[src/common/qdc_map.svh]
// Constants for the quad DAC command decoder
`ifndef QDC_MAP_SVH
`define QDC_MAP_SVH
`define QDC_FRAME_BITS     24
`define QDC_CMD_HI         21
`define QDC_CMD_LO         19
`define QDC_ADDR_HI        18
`define QDC_ADDR_LO        16
`define QDC_DATA_HI        15
`define QDC_MODE_HI        5
`define QDC_MODE_LO        4
`define QDC_SEL_HI         3
`define QDC_RST_BIT        0
`define QDC_REF_BIT        0
`define QDC_CMD_WR_IN      3'h0
`define QDC_CMD_UPD        3'h1
`define QDC_CMD_WR_ALL     3'h2
`define QDC_CMD_WR_UPD     3'h3
`define QDC_CMD_POWER      3'h4
`define QDC_CMD_RESET      3'h5
`define QDC_CMD_MASK       3'h6
`define QDC_CMD_REF        3'h7
`define QDC_ADDR_ALL       3'h7
`define QDC_MODE_NORMAL    2'h0
`define QDC_MASK_RST       4'h0
`define QDC_REF_RST        1'h0
`define QDC_WAKE_NS        4000
`define QDC_CLK_NS         4
`define QDC_CNT_W          10
`endif

[src/common/qdc_pkg.sv]
// Types for the quad DAC command decoder
package qdc_pkg;
  typedef logic [23:0] qdc_frame_t;
  typedef logic [1:0]  qdc_mode_t;
endpackage

[src/common/qdc_frame_if.sv]
// Frame hand-over between the serial receiver and the decoder
`timescale 1ns/1ns
interface qdc_frame_if;
  logic               valid;
  qdc_pkg::qdc_frame_t frame;
  modport rx (output valid, output frame);
  modport dec (input valid, input frame);
endinterface

[src/hw/qdc_serial_rx.sv]
// Serial receiver: synchronises the pins and assembles 24-bit frames
`timescale 1ns/1ns
`include "qdc_map.svh"
module qdc_serial_rx (
  input  wire logic   clk_i,
  input  wire logic   arst_n_i,
  input  wire logic   frame_sel_n_i,
  input  wire logic   sclk_i,
  input  wire logic   sdata_i,
  input  wire logic   flush_i,
  qdc_frame_if.rx     fr
);
  typedef struct packed {
    logic [1:0]  sel_s;
    logic [1:0]  clk_s;
    logic [1:0]  dat_s;
    logic        clk_d;
    logic        done;
    logic [4:0]  cnt;
    logic [23:0] shift;
    logic        valid;
    logic [23:0] frame;
  } qdc_rx_s;
  qdc_rx_s s_reg;
  qdc_rx_s s_next;
  always_comb begin
    s_next       = s_reg;
    s_next.sel_s = {s_reg.sel_s[0], frame_sel_n_i};
    s_next.clk_s = {s_reg.clk_s[0], sclk_i};
    s_next.dat_s = {s_reg.dat_s[0], sdata_i};
    s_next.clk_d = s_reg.clk_s[1];
    s_next.valid = 1'b0;
    if (s_reg.sel_s[1] || flush_i) begin
      // Frame select high: abort a partial frame and clear the shifter
      s_next.cnt   = 5'h0;
      s_next.shift = 24'h0;
      s_next.done  = 1'b0;
    end else if (s_reg.clk_d && !s_reg.clk_s[1] && !s_reg.done) begin
      // Falling edge, MSB first
      s_next.shift = {s_reg.shift[22:0], s_reg.dat_s[1]};
      if (s_reg.cnt == 5'(`QDC_FRAME_BITS - 1)) begin
        s_next.valid = 1'b1;
        s_next.frame = {s_reg.shift[22:0], s_reg.dat_s[1]};
        s_next.done  = 1'b1;
        s_next.cnt   = 5'h0;
      end else begin
        s_next.cnt = s_reg.cnt + 5'h1;
      end
    end
  end
  always_ff @(posedge clk_i or negedge arst_n_i) begin
    if (!arst_n_i) begin
      s_reg <= '{sel_s: 2'h3, clk_s: 2'h0, dat_s: 2'h0, clk_d: 1'b0, done: 1'b0,
                 cnt: 5'h0, shift: 24'h0, valid: 1'b0, frame: 24'h0};
    end else begin
      s_reg <= s_next;
    end
  end
  assign fr.valid = s_reg.valid;
  assign fr.frame = s_reg.frame;
endmodule

[src/hw/qdc_top.sv]
// Quad DAC command decoder: serial frames to input, DAC and mode state
`timescale 1ns/1ns
`include "qdc_map.svh"
module qdc_top #(
  parameter int CHANNELS = 4,
  parameter int CODE_W   = 16
) (
  input  wire logic                clk_i,
  input  wire logic                arst_n_i,
  input  wire logic                frame_sel_n_i,
  input  wire logic                sclk_i,
  input  wire logic                sdata_i,
  output logic [CHANNELS*CODE_W-1:0] dac_code_o,
  output logic [CHANNELS*2-1:0]    power_mode_o,
  output logic [CHANNELS-1:0]      amp_connect_o,
  output logic [CHANNELS-1:0]      out_settled_o,
  output logic [CHANNELS-1:0]      sync_mask_o,
  output logic                     reference_output_o
);
  initial begin
    if (CHANNELS != 4 || CODE_W < 1 || CODE_W > 16) begin
      $error("qdc_top: unsupported CHANNELS or CODE_W");
    end
  end
  qdc_frame_if fr ();
  typedef struct packed {
    logic [CHANNELS-1:0][CODE_W-1:0] in_r;
    logic [CHANNELS-1:0][CODE_W-1:0] dac_r;
    logic [CHANNELS-1:0][1:0]        mode;
    logic [CHANNELS-1:0]             amp;
    logic [CHANNELS-1:0]             mask;
    logic                            ref_en;
    logic                            flush;
  } qdc_top_s;
  qdc_top_s s_reg;
  qdc_top_s s_next;
  logic [2:0]        cmd;
  logic [2:0]        addr;
  logic [15:0]       data;
  logic [CODE_W-1:0] code;
  logic [CHANNELS-1:0] wake;
  logic [CHANNELS-1:0] sleep;
  logic [CHANNELS-1:0] settled;
  assign cmd  = fr.frame[`QDC_CMD_HI:`QDC_CMD_LO];
  assign addr = fr.frame[`QDC_ADDR_HI:`QDC_ADDR_LO];
  assign data = fr.frame[`QDC_DATA_HI:0];
  // Code is left-justified; narrower parts drop the trailing don't-care bits
  assign code = data[15 -: CODE_W];
  qdc_serial_rx u_rx (
    .clk_i         (clk_i),
    .arst_n_i      (arst_n_i),
    .frame_sel_n_i (frame_sel_n_i),
    .sclk_i        (sclk_i),
    .sdata_i       (sdata_i),
    .flush_i       (s_reg.flush),
    .fr            (fr)
  );
  always_comb begin
    s_next       = s_reg;
    s_next.flush = 1'b0;
    wake         = '0;
    sleep        = '0;
    if (fr.valid) begin
      case (cmd)
        `QDC_CMD_WR_IN, `QDC_CMD_WR_ALL, `QDC_CMD_WR_UPD: begin
          for (int i = 0; i < CHANNELS; i++) begin
            if (addr == `QDC_ADDR_ALL || addr == 3'(i)) begin
              s_next.in_r[i] = code;
            end
          end
          for (int i = 0; i < CHANNELS; i++) begin
            if (cmd == `QDC_CMD_WR_ALL) begin
              s_next.dac_r[i] = s_next.in_r[i];
            end else if (cmd == `QDC_CMD_WR_UPD &&
                         (addr == `QDC_ADDR_ALL || addr == 3'(i))) begin
              s_next.dac_r[i] = s_next.in_r[i];
            end else if (s_reg.mask[i]) begin
              s_next.dac_r[i] = s_next.in_r[i];
            end
            // Unmasked channel under 000 keeps its DAC value
          end
        end
        `QDC_CMD_UPD: begin
          for (int i = 0; i < CHANNELS; i++) begin
            if (addr == `QDC_ADDR_ALL || addr == 3'(i)) begin
              s_next.dac_r[i] = s_reg.in_r[i];
            end
          end
        end
        `QDC_CMD_POWER: begin
          for (int i = 0; i < CHANNELS; i++) begin
            if (data[`QDC_SEL_HI - (CHANNELS - 1) + i]) begin
              s_next.mode[i] = data[`QDC_MODE_HI:`QDC_MODE_LO];
              s_next.amp[i]  = (data[`QDC_MODE_HI:`QDC_MODE_LO] == `QDC_MODE_NORMAL);
              if (s_next.amp[i] && !s_reg.amp[i]) begin
                wake[i] = 1'b1;
              end
              if (!s_next.amp[i]) begin
                sleep[i] = 1'b1;
              end
            end
          end
          // DAC registers untouched here
        end
        `QDC_CMD_RESET: begin
          s_next.dac_r = '0;
          s_next.flush = 1'b1;
          if (data[`QDC_RST_BIT]) begin
            s_next.mask   = `QDC_MASK_RST;
            s_next.ref_en = `QDC_REF_RST;
            for (int i = 0; i < CHANNELS; i++) begin
              s_next.mode[i] = `QDC_MODE_NORMAL;
              s_next.amp[i]  = 1'b1;
              wake[i]        = !s_reg.amp[i];
            end
          end
        end
        `QDC_CMD_MASK: begin
          s_next.mask = data[`QDC_SEL_HI:0];
        end
        `QDC_CMD_REF: begin
          s_next.ref_en = data[`QDC_REF_BIT];
        end
        default: begin
          s_next = s_reg;
        end
      endcase
    end
  end
  always_ff @(posedge clk_i or negedge arst_n_i) begin
    if (!arst_n_i) begin
      s_reg <= '{in_r: '0, dac_r: '0, mode: '0, amp: '1,
                 mask: `QDC_MASK_RST, ref_en: `QDC_REF_RST, flush: 1'b0};
    end else begin
      s_reg <= s_next;
    end
  end
  genvar g;
  generate
    for (g = 0; g < CHANNELS; g++) begin : g_wake
      qdc_wake_timer u_wt (
        .clk_i     (clk_i),
        .arst_n_i  (arst_n_i),
        .start_i   (wake[g]),
        .stop_i    (sleep[g]),
        .settled_o (settled[g])
      );
    end
  endgenerate
  always_ff @(posedge clk_i or negedge arst_n_i) begin
    if (!arst_n_i) begin
      dac_code_o         <= '0;
      power_mode_o       <= '0;
      amp_connect_o      <= '1;
      out_settled_o      <= '1;
      sync_mask_o        <= '0;
      reference_output_o <= 1'b0;
    end else begin
      dac_code_o         <= s_reg.dac_r;
      power_mode_o       <= s_reg.mode;
      amp_connect_o      <= s_reg.amp;
      out_settled_o      <= settled & s_reg.amp;
      sync_mask_o        <= s_reg.mask;
      reference_output_o <= s_reg.ref_en;
    end
  end
endmodule

[src/hw/qdc_wake_timer.sv]
// Per-channel settling timer after leaving power-down
`timescale 1ns/1ns
`include "qdc_map.svh"
module qdc_wake_timer #(
  parameter int CNT_W = `QDC_CNT_W,
  parameter int WAKE_CYCLES = `QDC_WAKE_NS / `QDC_CLK_NS
) (
  input  wire logic clk_i,
  input  wire logic arst_n_i,
  input  wire logic start_i,
  input  wire logic stop_i,
  output logic      settled_o
);
  initial begin
    if (WAKE_CYCLES < 1 || WAKE_CYCLES >= (1 << CNT_W)) begin
      $error("qdc_wake_timer: WAKE_CYCLES out of range");
    end
  end
  typedef struct packed {
    logic [CNT_W-1:0] cnt;
    logic             settled;
  } qdc_wt_s;
  qdc_wt_s s_reg;
  qdc_wt_s s_next;
  always_comb begin
    s_next = s_reg;
    if (stop_i) begin
      s_next.cnt     = '0;
      s_next.settled = 1'b0;
    end else if (start_i) begin
      s_next.cnt     = CNT_W'(WAKE_CYCLES);
      s_next.settled = 1'b0;
    end else if (s_reg.cnt != '0) begin
      s_next.cnt = s_reg.cnt - 1'b1;
      s_next.settled = (s_reg.cnt == CNT_W'(1));
    end
  end
  always_ff @(posedge clk_i or negedge arst_n_i) begin
    if (!arst_n_i) begin
      s_reg <= '{cnt: '0, settled: 1'b1};
    end else begin
      s_reg <= s_next;
    end
  end
  assign settled_o = s_reg.settled;
endmodule

[config.mk]
export PLATFORM = sky130hd
export DESIGN_NAME = qdc_top
export DESIGN_NICKNAME = d
export VERILOG_FILES = /design/src/common/qdc_pkg.sv /design/src/common/qdc_frame_if.sv /design/src/hw/qdc_serial_rx.sv /design/src/hw/qdc_top.sv /design/src/hw/qdc_wake_timer.sv
export VERILOG_INCLUDE_DIRS = /design/src /design/src/common
export SDC_FILE = /design/constraint.sdc
export NUM_CORES = 1
export LEC_CHECK = 0
export ABC_AREA = 1
export BUFFER_PORTS_ARGS = -buffer_cell sky130_fd_sc_hd__buf_2
export CORE_AREA = 2 2 197 179
export CTS_CLUSTER_SIZE = 12
export DETAILED_ROUTE_END_ITERATION = 8
export DIE_AREA = 0 0 199 181
export HOLD_SLACK_MARGIN = 0.1
export MAX_ROUTING_LAYER = met4
export PLACE_DENSITY_LB_ADDON = 0.3
export SYNTH_ARGS = -nofsm -noshare
export SYNTH_HDL_FRONTEND = slang
export SYNTH_HIERARCHICAL = 1
export SYNTH_SLANG_ARGS = --single-unit
[constraint.sdc]
create_clock -name clk_i -period 2.6 [get_ports clk_i]
set_clock_uncertainty 0.05 [all_clocks]
set_input_delay 0.52 -clock clk_i [delete_from_list [all_inputs] [get_ports clk_i]]
set_output_delay 0.52 -clock clk_i [all_outputs]
set_load 0.02 [all_outputs]
==> Implementation_results.wiki <==
{| class="wikitable"
! Metric !! Value
|-
| Via count of the first global-routing pass || approximately 11,000
|-
| Placed Instance Area || ~16,000 um2
|-
| Final max-slew violation count || 0
|-
| Unrepaired setup endpoints after global routing || false
|-
| Fin area || 16,950 um2
|-
| Number of warnings issued by yosys || 6
|-
| Leakage power total || between 9 and 10 nW
|-
| Share of post-route cells with drive strength above 1 || 13.74%
|-
| Aggregate negative setup slack || 0 ns
|-
| Worst path setup slack after routing || between 0.3 and 0.4 ns
|-
| Cell Count, Final, Fillers Out || 2,311
|-
| Final Hold Slack || 0.2892 ns
|-
| Number of I/O pins || 90
|-
| Total power of the final layout || roughly 11 mW
|-
| Highest-count cells in the layout ignoring fill and taps || 573 x nand2_1, 314 x dfrtp_1, 221 x nand3_1, 170 x inv_1, 131 x o21ai_0
|-
| Vias after detailed routing || ~12,000
|-
| Setup slack of the most critical reg-to-reg path || 0.36 ns
|-
| Detailed Place HPWL || 22,390 um
|-
| Total routing usage reported by global routing || between 20% and 30%
|-
| Antenna violations before repair || 0
|-
| Hold path endpoint || u_rx/s_next[55]
|-
| Wire length of the first global-routing pass || about 56,000 um
|-
| Final core occ || 50.04%
|-
| Final setup violation count || 0
|-
| Worst vdd ir || between 0.4 and 0.5 mV
|-
| Startpoint of the most critical register-to-register path || u_rx/fr.frame[20]
|-
| Number of gates resized after cts || 0
|-
| Hold-critical path depth || 0
|-
| Die Y || roughly 180 um
|-
| Min Tclk post-route || 2.238 ns
|-
| Post-place setup slack || around 0.37 ns
|-
| Power density normalized to cell area || 621.1 nW/um2
|-
| Number of cells traversed by the worst register-to-register path || 12
|-
| Hold violation count in the final report || 0
|-
| CP arrival || roughly 2.6 ns
|-
| Clock tree from TritonCTS || built
|-
| Average wire per standard cell || 14.55 um
|-
| Most frequent standard cell in the layout excluding fill and tap cells || nand2_1
|-
| Number of buffers created by CTS || 37
|-
| CTS max path bufs || 3
|-
| Total of buffers placed on input and output ports || 89
|-
| Post-layout net count || ~1,800
|-
| Outcome || finished, final reports clean
|-
| Number of core rows || between 60 and 70
|-
| Number of post-CTS setup repair buffers || 0
|-
| Final period util || between 80% and 90%
|-
| Post-synthesis to final-layout area growth || 13.28%
|-
| Hold buffer count at cts || 4
|-
| Level count of the clock H-tree || 2
|-
| Combined area of all synthesized cells || between 10,000 and 15,000 um2
|-
| Post-detailed-route via-to-cell ratio || roughly 5
|-
| Mean cell area of the mapped netlist || between 8 and 9 um2
|-
| Met1 track demand over resource || between 20% and 30%
|-
| Clock tree root driver cell || clkbuf_16
|-
| Kind of path behind the tightest hold check || register to register
|-
| Horizontal die dimension || between 150 and 200 um
|-
| Critical path class || register to register
|-
| Slew of the pin with the lowest slew margin || slightly below 0.6 ns
|-
| Layer with the highest usage after global routing || met2
|-
| Number of design rule violations left after detail routing || 0
|-
| Startpoint Class || register
|-
| Number of instances in the synthesized netlist || about 1,800
|-
| Largest net degree at the start of global routing || 107
|-
| Worst slew margin relative to its limit || about three fifths
|-
| Max reg flops || roughly 150
|-
| Number of cells in the design after placement || between 2,000 and 2,500
|-
| Core box area || 33,870 um2
|-
| Post-Synthesis Net Count || around 1,800
|-
| Number of max-cap violations || 0
|-
| HP Start || u_rx/s_next[59]
|-
| Global placement routability congestion || 0.8822
|-
| Endpoint of the worst register-to-register path || g_wake[1].u_wt/s_reg[1]
|-
| Global-route met3 utilization || under 10%
|-
| Critical path required time || between 2 and 3 ns
|-
| Number of nets with antenna violations after detailed routing || 0
|-
| 1st-pass router iterations || 5
|-
| Initial core utilization || between 40 and 50%
|-
| DIE AREA || ~36,000 um2
|-
| Overall routed net length || ~34,000 um
|-
| Clk slew on worst S/H paths || around 0.06 ns
|-
| Latest clock arrival within the worst-skew pair || 0.54 ns
|-
| Crit path max fanout || 6
|-
| DRT iter0 DRCs || 856
|-
| Kind of capture point of the worst setup path || register
|-
| Met2 usage in global routing || between 30% and 40%
|-
| CTS sink cnt || between 300 and 400
|-
| Antenna diode instance count || 0
|-
| Final-layout fill cell count || approximately 3,200
|-
| Fmax || ~450 MHz
|-
| Global route total overflow || 0
|}
==> final cells by class <==
type                       count  area, um2  area share, %
clock inverter                12      192.7          1.137
timing repair buffer         115      723.2          4.267
clock buffer                  47      993.5          5.861
multi-input combinational   1154       5423          31.99
tap                          462      578.1          3.410
sequential                   332       8330          49.15
inverter                     189      709.4          4.185
==> where the power goes <==
part | leakage (nW) | internal, mW | total (mW) | switching [mW]
clock | 0.578 | 3.11 | 5.19 | 2.08
sequential | 4.56 | 5.18 | 5.18 | 0.00561
combinational | 4.02 | 0.0273 | 0.154 | 0.126
total | 9.16 | 8.31 | 10.5 | 2.21
==> critical path: stages, from the launching register on <==
cell and delay [ns]:
dfrtp_1 0.43, inv_1 0.11, nand2_1 0.14, nor2_1 0.24, nand2_1 0.17, nor3_1 0.38, inv_2 0.12, nand2_1 0.16
nor2_4 0.06, nand2_4 0.09, o21ai_0 0.08, nand2_1 0.06, inv_1 0.04
==> worst max path at each step <==
| stage | start | to | slack, ns | cells after the start |
|---|---|---|---|---|
| floorplan | u_rx/fr.frame[21] | g_wake[1].u_wt/s_reg[1] | 0.56 | 13 |
| global placement | u_rx/fr.frame[20] | g_wake[1].u_wt/s_reg[1] | 0.50 | 12 |
| detailed placement | u_rx/fr.frame[20] | g_wake[1].u_wt/s_reg[1] | 0.37 | 12 |
| CTS | u_rx/fr.frame[20] | g_wake[1].u_wt/s_reg[1] | 0.36 | 12 |
| global route | u_rx/fr.frame[19] | g_wake[1].u_wt/s_reg[1] | 0.06 | 13 |
| finish | u_rx/fr.frame[20] | g_wake[1].u_wt/s_reg[1] | 0.36 | 12 |
==> layer usage <==
layer,wire length [um],vias to the layer above
met4,703,0
met2,15800,257
li1,-,5690
met5,0,-
met1,15580,5542
met3,1543,48
Note: power is estimated with default switching activity, not from simulation.
